## config.mk

```make
export PLATFORM = sky130hd
export DESIGN_NAME = clp_regs
export DESIGN_NICKNAME = d
export VERILOG_FILES = /design/src/clp_pkg.sv /design/src/clp_chan_cfg.sv /design/src/clp_period_ctrl.sv /design/src/clp_regs.sv
export SDC_FILE = /design/constraint.sdc
export NUM_CORES = 1
export LEC_CHECK = 0
export BUFFER_PORTS_ARGS = -buffer_cell sky130_fd_sc_hd__buf_2
export CAP_MARGIN = 15
export CORE_AREA = 2 2 175 177
export CTS_BUF_LIST = sky130_fd_sc_hd__clkbuf_4 sky130_fd_sc_hd__clkbuf_8
export DETAILED_ROUTE_END_ITERATION = 10
export DIE_AREA = 0 0 177 179
export PLACE_DENSITY = 0.86
export SETUP_SLACK_MARGIN = 0.02
export SYNTH_ARGS = -nofsm -noshare
export SYNTH_HDL_FRONTEND = slang
export SYNTH_SLANG_ARGS = --single-unit
```

## constraint.sdc

```tcl
create_clock -name core_clk_i -period 5.46 [get_ports core_clk_i]
set_input_delay 1.092 -clock core_clk_i [delete_from_list [all_inputs] [get_ports core_clk_i]]
set_output_delay 1.092 -clock core_clk_i [all_outputs]
set_load 0.01 [all_outputs]
```

## src/clp_pkg.sv

```systemverilog
// Shared constants for the per-channel loop limit and period register bank
package clp_pkg;
  // Frame layout
  localparam int FRM_RW_BIT = 31;
  localparam int FRM_CODE_MSB = 30;
  localparam int FRM_CODE_LSB = 27;
  localparam int FRM_CH_MSB = 25;
  localparam int FRM_CH_LSB = 24;
  localparam int CODE_W = 4;
  localparam int CH_W = 2;
  localparam int NUM_CH = 2;

  // Register codes carried in the frame
  localparam logic [3:0] CODE_INTEGRATOR_BOUNDS = 4'h4;
  localparam logic [3:0] CODE_SWITCHING_PERIOD_CONTROL = 4'h5;
  localparam logic [3:0] CODE_TURNOFF_THRESHOLD_OPEN_LOAD = 4'h6;

  // Channel selector codes
  localparam logic [1:0] CH_FIRST_OUTPUT_CHANNEL = 2'h1;
  localparam logic [1:0] CH_SECOND_OUTPUT_CHANNEL = 2'h2;

  // integrator_bounds fields
  localparam int BOUND_W = 12;
  localparam int HI_MSB = 23;
  localparam int HI_LSB = 12;
  localparam int LO_MSB = 11;
  localparam int LO_LSB = 0;
  localparam logic [11:0] HI_RST = 12'h7FF;
  localparam logic [11:0] LO_RST = 12'h7FF;
  localparam int BOUND_SCALE_SHIFT = 5;

  // switching_period_control fields
  localparam int KI_W = 3;
  localparam int KI_MSB = 22;
  localparam int KI_LSB = 20;
  localparam logic [2:0] KI_RST = 3'h2;
  localparam logic [2:0] KI_MAX = 3'h6;
  localparam logic [2:0] KI_SAT_IN = 3'h7;
  localparam int PER_W = 12;
  localparam int PER_MSB = 11;
  localparam int PER_LSB = 0;
  localparam logic [11:0] PER_RST = 12'h000;

  // turnoff_threshold_open_load fields
  localparam int THR_W = 16;
  localparam int THR_MSB = 21;
  localparam int THR_LSB = 6;
  localparam logic [15:0] THR_RST = 16'h0000;
  localparam int OL_W = 6;
  localparam int OL_MSB = 5;
  localparam int OL_LSB = 0;
  localparam logic [5:0] OL_RST = 6'h00;

  // Timing
  localparam int SYSTEM_CLOCK_FREQUENCY = 20_000_000;
  localparam int PERIOD_TICK_CLKS = 16;
  localparam int PRESCALE_W = $clog2(PERIOD_TICK_CLKS);
  localparam int INTEG_W = 19;
endpackage

```

## src/clp_chan_cfg.sv

```systemverilog
// Writable configuration fields of one output channel
module clp_chan_cfg
  import clp_pkg::*;
(
  input wire logic core_clk_i,
  input wire logic reset_i,
  input wire logic wr_en_i,
  input wire logic [CODE_W-1:0] wr_code_i,
  input wire logic [31:0] wr_data_i,
  output logic [BOUND_W-1:0] high_bound_o,
  output logic [BOUND_W-1:0] low_bound_o,
  output logic [KI_W-1:0] integral_gain_exponent_o,
  output logic [PER_W-1:0] target_period_o,
  output logic [OL_W-1:0] open_load_thresh_o
);
  logic [BOUND_W-1:0] high_reg, high_next;
  logic [BOUND_W-1:0] low_reg, low_next;
  logic [KI_W-1:0] ki_reg, ki_next;
  logic [PER_W-1:0] per_reg, per_next;
  logic [OL_W-1:0] ol_reg, ol_next;
  logic [KI_W-1:0] ki_wr;

  always_comb begin
    high_next = high_reg;
    low_next = low_reg;
    ki_next = ki_reg;
    per_next = per_reg;
    ol_next = ol_reg;
    ki_wr = wr_data_i[KI_MSB:KI_LSB];
    if (wr_en_i) begin
      case (wr_code_i)
        CODE_INTEGRATOR_BOUNDS: begin
          high_next = wr_data_i[HI_MSB:HI_LSB];
          low_next = wr_data_i[LO_MSB:LO_LSB];
        end
        CODE_SWITCHING_PERIOD_CONTROL: begin
          ki_next = (ki_wr == KI_SAT_IN) ? KI_MAX : ki_wr;
          per_next = wr_data_i[PER_MSB:PER_LSB];
        end
        CODE_TURNOFF_THRESHOLD_OPEN_LOAD: begin
          // Threshold bits in the frame are dropped: that field is read-only
          ol_next = wr_data_i[OL_MSB:OL_LSB];
        end
        default: begin
          high_next = high_reg;
        end
      endcase
    end
  end

  always_ff @(posedge core_clk_i) begin
    if (reset_i) begin
      high_reg <= HI_RST;
      low_reg <= LO_RST;
      ki_reg <= KI_RST;
      per_reg <= PER_RST;
      ol_reg <= OL_RST;
    end else begin
      high_reg <= high_next;
      low_reg <= low_next;
      ki_reg <= ki_next;
      per_reg <= per_next;
      ol_reg <= ol_next;
    end
  end

  assign high_bound_o = high_reg;
  assign low_bound_o = low_reg;
  assign integral_gain_exponent_o = ki_reg;
  assign target_period_o = per_reg;
  assign open_load_thresh_o = ol_reg;
endmodule // clp_chan_cfg

```

## src/clp_period_ctrl.sv

```systemverilog
// Period controller of one channel: measures the switching period, integrates the error
module clp_period_ctrl
  import clp_pkg::*;
(
  input wire logic core_clk_i,
  input wire logic reset_i,
  input wire logic cycle_start_i,
  input wire logic [PER_W-1:0] target_period_i,
  input wire logic [KI_W-1:0] integral_gain_exponent_i,
  input wire logic [BOUND_W-1:0] high_bound_i,
  input wire logic [BOUND_W-1:0] low_bound_i,
  output logic [THR_W-1:0] threshold_o,
  output logic [PER_W-1:0] measured_period_o
);
  logic [PRESCALE_W-1:0] pre_reg, pre_next;
  logic [PER_W-1:0] cnt_reg, cnt_next;
  logic [PER_W-1:0] meas_reg, meas_next;
  logic signed [INTEG_W-1:0] integ_reg, integ_next;
  logic [THR_W-1:0] thr_reg, thr_next;
  logic tick;
  logic signed [INTEG_W-1:0] err;
  logic signed [INTEG_W-1:0] upper_eff;
  logic signed [INTEG_W-1:0] lower_eff;
  logic signed [INTEG_W-1:0] sum;

  always_comb begin
    tick = (pre_reg == PRESCALE_W'(PERIOD_TICK_CLKS - 1));
    pre_next = tick ? '0 : pre_reg + 1'b1;
    cnt_next = cnt_reg;
    if (cycle_start_i) begin
      cnt_next = '0;
    end else if (tick && cnt_reg != '1) begin
      cnt_next = cnt_reg + 1'b1;
    end
    upper_eff = INTEG_W'({high_bound_i, {BOUND_SCALE_SHIFT{1'b0}}});
    lower_eff = -INTEG_W'({low_bound_i, {BOUND_SCALE_SHIFT{1'b0}}});
    // A longer period than wanted raises the turn-off level, a shorter one lowers it
    err = INTEG_W'(cnt_reg) - INTEG_W'(target_period_i);
    sum = integ_reg + (err >>> integral_gain_exponent_i);
    meas_next = meas_reg;
    integ_next = integ_reg;
    if (cycle_start_i) begin
      meas_next = cnt_reg;
      if (sum > upper_eff) begin
        integ_next = upper_eff;
      end else if (sum < lower_eff) begin
        integ_next = lower_eff;
      end else begin
        integ_next = sum;
      end
    end
    if (integ_reg < 0) begin
      thr_next = '0;
    end else if (integ_reg > INTEG_W'(THR_W'('1))) begin
      thr_next = '1;
    end else begin
      thr_next = integ_reg[THR_W-1:0];
    end
  end

  always_ff @(posedge core_clk_i) begin
    if (reset_i) begin
      pre_reg <= '0;
      cnt_reg <= '0;
      meas_reg <= '0;
      integ_reg <= '0;
      thr_reg <= THR_RST;
    end else begin
      pre_reg <= pre_next;
      cnt_reg <= cnt_next;
      meas_reg <= meas_next;
      integ_reg <= integ_next;
      thr_reg <= thr_next;
    end
  end

  assign threshold_o = thr_reg;
  assign measured_period_o = meas_reg;
endmodule // clp_period_ctrl

```

## src/clp_regs.sv

```systemverilog
// Register bank for loop limits, period control and turn-off threshold of two channels
// What this block does
// Top frame bit: 1 write; reads return 0
// Bits 25:24 select channel: 01 first, 10 second
// High integrator bound, bits 23:12, reset 07FF
// Upper bound applied as field times 32
// Low integrator bound, bits 11:0, reset 07FF
// Lower bound applied as field times -32
// Gain exponent bits 22:20; gain two^-exponent
// Writing seven stores six instead
// Gain exponent resets to 010
// Period bits 11:0, sixteen clocks per count
// Read-only 16-bit turn-off threshold, bits 21:6
// Controller updates threshold; resets to zero
// Open-load-on threshold bits 5:0, reset zero
// Zero threshold disables open-load-on detection
// Writes with selector 00 or 11 ignored
module clp_regs
  import clp_pkg::*;
(
  input wire logic core_clk_i,
  input wire logic reset_i,
  input wire logic frame_valid_i,
  input wire logic [31:0] frame_data_i,
  input wire logic [NUM_CH-1:0] cycle_start_i,
  output logic reply_valid_o,
  output logic [31:0] reply_data_o,
  output logic [NUM_CH-1:0][THR_W-1:0] turnoff_threshold_o,
  output logic [NUM_CH-1:0][PER_W-1:0] measured_period_o,
  output logic [NUM_CH-1:0][OL_W-1:0] open_load_thresh_o,
  output logic [NUM_CH-1:0] open_load_detect_en_o
);
  // Channel code to one-hot channel select; 00 and 11 select nothing
  function automatic logic [NUM_CH-1:0] chan_select(input logic [CH_W-1:0] ch);
    logic [NUM_CH-1:0] sel;
    sel = '0;
    case (ch)
      CH_FIRST_OUTPUT_CHANNEL: sel = 2'h1;
      CH_SECOND_OUTPUT_CHANNEL: sel = 2'h2;
      default: sel = '0;
    endcase
    return sel;
  endfunction

  logic [CODE_W-1:0] code;
  logic [CH_W-1:0] ch;
  logic is_write;
  logic [NUM_CH-1:0] sel;
  logic [NUM_CH-1:0] wr_en;
  logic [NUM_CH-1:0][BOUND_W-1:0] high_bound;
  logic [NUM_CH-1:0][BOUND_W-1:0] low_bound;
  logic [NUM_CH-1:0][KI_W-1:0] ki_exp;
  logic [NUM_CH-1:0][PER_W-1:0] target_period;
  logic [NUM_CH-1:0][OL_W-1:0] ol_thresh;
  logic [NUM_CH-1:0][THR_W-1:0] threshold;
  logic reply_valid_reg, reply_valid_next;
  logic [31:0] reply_reg, reply_next;
  logic [NUM_CH-1:0] ol_en_reg, ol_en_next;
  logic [31:0] field_word;

  assign code = frame_data_i[FRM_CODE_MSB:FRM_CODE_LSB];
  assign ch = frame_data_i[FRM_CH_MSB:FRM_CH_LSB];
  assign is_write = frame_data_i[FRM_RW_BIT];
  assign sel = chan_select(ch);
  assign wr_en = (frame_valid_i && is_write) ? sel : '0;

  genvar gi;
  generate
    for (gi = 0; gi < NUM_CH; gi++) begin : g_chan
      clp_chan_cfg u_cfg (
        .core_clk_i(core_clk_i),
        .reset_i(reset_i),
        .wr_en_i(wr_en[gi]),
        .wr_code_i(code),
        .wr_data_i(frame_data_i),
        .high_bound_o(high_bound[gi]),
        .low_bound_o(low_bound[gi]),
        .integral_gain_exponent_o(ki_exp[gi]),
        .target_period_o(target_period[gi]),
        .open_load_thresh_o(ol_thresh[gi])
      );
      clp_period_ctrl u_ctrl (
        .core_clk_i(core_clk_i),
        .reset_i(reset_i),
        .cycle_start_i(cycle_start_i[gi]),
        .target_period_i(target_period[gi]),
        .integral_gain_exponent_i(ki_exp[gi]),
        .high_bound_i(high_bound[gi]),
        .low_bound_i(low_bound[gi]),
        .threshold_o(threshold[gi]),
        .measured_period_o(measured_period_o[gi])
      );
    end
  endgenerate

  // Read-back fields of the addressed register, from pre-write contents
  always_comb begin
    int idx;
    idx = 0;
    field_word = '0;
    if (sel == 2'h2) begin
      idx = 1;
    end
    if (sel != '0) begin
      case (code)
        CODE_INTEGRATOR_BOUNDS: begin
          field_word[HI_MSB:HI_LSB] = high_bound[idx];
          field_word[LO_MSB:LO_LSB] = low_bound[idx];
        end
        CODE_SWITCHING_PERIOD_CONTROL: begin
          field_word[KI_MSB:KI_LSB] = ki_exp[idx];
          field_word[PER_MSB:PER_LSB] = target_period[idx];
        end
        CODE_TURNOFF_THRESHOLD_OPEN_LOAD: begin
          field_word[THR_MSB:THR_LSB] = threshold[idx];
          field_word[OL_MSB:OL_LSB] = ol_thresh[idx];
        end
        default: begin
          field_word = '0;
        end
      endcase
    end
  end

  always_comb begin
    reply_valid_next = frame_valid_i;
    reply_next = reply_reg;
    if (frame_valid_i) begin
      reply_next = field_word;
      reply_next[FRM_RW_BIT] = 1'b0;
      reply_next[FRM_CODE_MSB:FRM_CODE_LSB] = code;
      reply_next[FRM_CH_MSB:FRM_CH_LSB] = ch;
    end
    for (int i = 0; i < NUM_CH; i++) begin
      ol_en_next[i] = (ol_thresh[i] != '0);
    end
  end

  always_ff @(posedge core_clk_i) begin
    if (reset_i) begin
      reply_valid_reg <= 1'b0;
      reply_reg <= '0;
      ol_en_reg <= '0;
    end else begin
      reply_valid_reg <= reply_valid_next;
      reply_reg <= reply_next;
      ol_en_reg <= ol_en_next;
    end
  end

  assign reply_valid_o = reply_valid_reg;
  assign reply_data_o = reply_reg;
  assign turnoff_threshold_o = threshold;
  assign open_load_thresh_o = ol_thresh;
  assign open_load_detect_en_o = ol_en_reg;
endmodule // clp_regs

```

==> impl_results.md <==
* Worst hold-check path type: flip-flop to flip-flop
* Antenna violations before repair at 1
* Worst setup endpoint: g_chan[1].u_ctrl.integ_reg[15]
* Inserted Clock Buffers at 41
* Per-cell via count in the routed design at 6.450
* Total clock sinks at 249
* Clock tree from TritonCTS: done
* H-tree depth at 2
* Root buffer cell: clkbuf_8
* Adder-cell area share of the yosys netlist at 10.18%
* Ys Warns at 0
* Post-synth EDFFs at 0
* Worst Hold Slack at 485.1 ps
* Later-pin clock latency in the skew report at 580 ps
* Max Buffers Root-to-Sink at 3
* Final-report hold violation count at 0
* Share of cells above drive strength 1 at 35.74%
* Sequential element share of the synthesized area at 31.35%
* Worst setup slack for register-to-register paths at -1010 ps
* Cell variety after synth at 88
* Origin of the worst setup path: g_chan[1].u_cfg.target_period_o[1]
* Largest family of logic cells by synthesized area: compound AO/OA/AOI/OAI gates
* Largest net degree at the start of global routing at 148
* Highest clock rate at 154.6 MHz
* Post-synthesis cell count at 1889
* Top cells by area, synth: dfxtp_1, ha_1, mux2i_1, nand2_1, a21oi_1
* Width of the die at 177 um
* Max-cap violations at 0
* Count of pins on the block boundary at 140
* Fraction of post-synthesis cell area in the top cell type by area at 31.35%
* Power density over the cells at 214.6 nW/um^2
* Residual DRC at 0
* Origin of the worst min-delay path: g_chan[0].u_ctrl.pre_reg[3]
* Core region area at 30030 um^2
* Worst clock skew at 22.97 ps
* Number of rows in the core area at 64
* Result of the run: finished, violations left
* Antenna Violating Nets Remaining at 0
* Post-route minimum period at 6470 ps
* Synthesized area divided by synthesized cell count at 8.417 um^2
* Xor/xnor cell area share of the yosys netlist at 4.879%
* Crit path kind: flip-flop to flip-flop
* Wire per inst at 22.10 um
* Die Y-Extent at 179 um
* Worst-margin pin slew at 1248 ps
* Final estimated routing congestion in global placement at 0.9402
* Worst setup margin at -1010 ps
* Total wire length after detailed routing at 60.27 mm
* Relative area change from synthesis to final layout at 38.14%
* Overflow left after global routing at 0
* Unrepaired setup endpoints after global routing: yes
* Post-synthesis share of cell area spent on and, or, nand and nor gates at 18.53%
* Signal arrival time at the worst endpoint at 6920 ps
* Non-Filler Instances at 2727
* Number of max-slew violations in the final report at 0
* Required time at the endpoint of the critical path at 5910 ps
* Cell area after technology mapping at 15900 um^2
* Startpoint of the worst-slack reg-to-reg timing path: g_chan[1].u_cfg.target_period_o[1]
* Share of synthesized area spent on multiplexers at 9.215%
* DPL Wire Length at 38.33 mm
* Cell count of the worst reg-to-reg path at 25
* Leakage at 9.346 nW
* Initial Utilization at 52.95%
* Die Footprint at 31680 um^2
* Violated checks: negative setup slack
* Post-synthesis compound-gate area fraction at 20.60%
* Endpoint of the worst-slack reg-to-reg timing path: g_chan[1].u_ctrl.integ_reg[15]
* Final worst-path cycle share at 118.5%
* Global-route wire length before repair at 86.28 mm
* Critical Path Source Type: flip-flop
* Seq cells post-synth at 249
* Fraction of synthesis flops using an asynchronous set or reset pin at 0%
* Diode count at 0
* GRT Resource Usage Total at 34.15%
* Placed insts at 2586
* Flip-flop count of the largest register after layout at 38
* Clock slew seen by the registers of the worst setup and hold paths at 80 ps
* Number of setup violations in the final report at 38
* Flip-flop cell with the highest count after synthesis: dfxtp_1
* Fin nets at 2466
* Number of design-rule violations left by the first detailed-router iteration at 2227
* Worst slack, placed at -893.3 ps
* Worst IR Drop VDD at 0.2906 mV
* Worst-case headroom to the max-slew limit at 16.49%
* Detailed-router iteration count before antenna repair at 7
* Critical path fanouts, max at 7
* Crit end category: flip-flop
* Total via count after detailed routing at 17.59k
* Via count of the first global-routing pass at 16.55k
* Dominant cell type by area after synthesis: dfxtp_1
* Total of buffers placed on input and output ports at 136
-- routing by layer --
metal	track usage, %	up-vias	routed length [um]
met1	42.66	8363	22130
met4	17.22	2	4202
met5	0	-	11
met2	56.57	1196	27840
li1	-	7654	-
met3	6.128	374	6092
-- worst max-delay path, cell delays in order, from the launching register on --
cell      delay (ps)
dfxtp_2          350
inv_2             50
ha_4             220
nor2b_4          120
o21a_1           190
o21ai_2          180
a211oi_2         130
or2_1            240
or2_1            250
mux4_2           510
buf_4            150
a21oi_1          290
ha_1             340
a21oi_1          190
o21ai_0          180
buf_4            210
o41ai_4          360
xnor2_2          170
ha_1             330
and3_4           190
nand4_1           80
or4_4            550
o32ai_4          290
o22ai_4          160
and2_4           230
o32ai_1          390
-- Yosys cell counts, types with 8 or more instances --
cell type  instances
mux4_2            12
nand4_1           14
nor2_1           168
nor4_1            13
clkbuf_1          77
o21a_1            44
o22ai_1           10
and3_1            21
o221ai_1          14
mux2_2            11
xnor2_1           49
nand2_1          205
a21o_1            21
o211ai_1          36
a211oi_1          11
a222oi_1          27
nor2b_1           30
xor2_1            37
or4_1              8
nand3b_1          11
buf_1             11
inv_1            101
o31ai_1           10
buf_2              8
o21ai_0           63
dfxtp_1          249
ha_1             123
nor3_1            43
nand3_1           49
mux2i_1          107
nand2b_1          23
a21oi_1          130
-- layout by cell type (no fill, tap or decap), types with 14 or more instances in the layout --
cell	synthesis	routed
a21o_1	21	20
buf_2	8	135
xor2_1	37	34
nand3_2	0	21
ha_1	123	92
inv_1	101	91
a21oi_1	130	95
nand2_1	205	196
nor2b_1	30	27
and3_1	21	18
nand3_1	49	27
o21a_1	44	44
nand2b_1	23	23
nor3_1	43	39
a222oi_1	27	27
mux2i_1	107	105
o21ai_0	63	44
ha_4	0	24
xnor2_1	49	37
clkbuf_8	0	50
buf_4	5	299
nor2_1	168	154
a21oi_2	0	31
buf_6	2	24
dfxtp_1	249	239
nand4_1	14	14
o211ai_1	36	36
-- cells by family after synthesis --
logic type	after synthesis
adder cells (fa/ha/maj)	127
buffers and inverters	209
other	1
AO/OA/AOI/OAI	459
AND/OR/NAND/NOR	627
XOR/XNOR	87
flip-flops	249
multiplexers	130
-- cell type report --
class                   count  area, um^2
multi-input cells        1436       11670
fillers                  1882        8066
flip-flops and latches    249        4997
repair buffers            468        3388
clock buffers              56       733.2
well taps                 396       495.5
inverters                 106       397.9
clock inverters            16       276.5
-- metrics by stage --
stage               power [mW]  utilization [%]  area, um^2  TNS [ps]
finish                   4.713            73.14       21960    -24960
CTS                      4.586            69.63       20910    -18220
detailed placement       2.508            62.76       18850    -29650
global route             4.817            73.14       21960    -31960
global placement         2.490            62.76       18850    -24930
floorplan                2.275                -       16080     -2782
-- power by group --
group	switching, mW	internal (mW)
clock	0.835	1.21
sequential	0.0505	1.86
combinational	0.423	0.331
total	1.31	3.40
-- how the worst min path moves through the flow --
| stage | endpoint | slack, ps | cells after the start |
|---|---|---|---|
| after floorplan | g_chan[1].u_ctrl.integ_reg[17] | 450 | 2 |
| final | g_chan[0].u_ctrl.pre_reg[3] | 490 | 2 |
| after CTS | g_chan[0].u_ctrl.pre_reg[3] | 480 | 2 |
| after detailed placement | g_chan[0].u_ctrl.pre_reg[3] | 470 | 2 |
| after global routing | g_chan[0].u_ctrl.pre_reg[3] | 500 | 2 |
| after global placement | g_chan[1].u_ctrl.pre_reg[3] | 460 | 2 |
-- repair_timing --
action,4_1_cts,5_1_grt
endpoints found under the setup margin,38,38
gates cloned,5,1
buffers inserted,34,28
pin swaps,86,98
gates resized for setup,148,157
hold buffers,0,0
(Power assumes the default switching activity.)
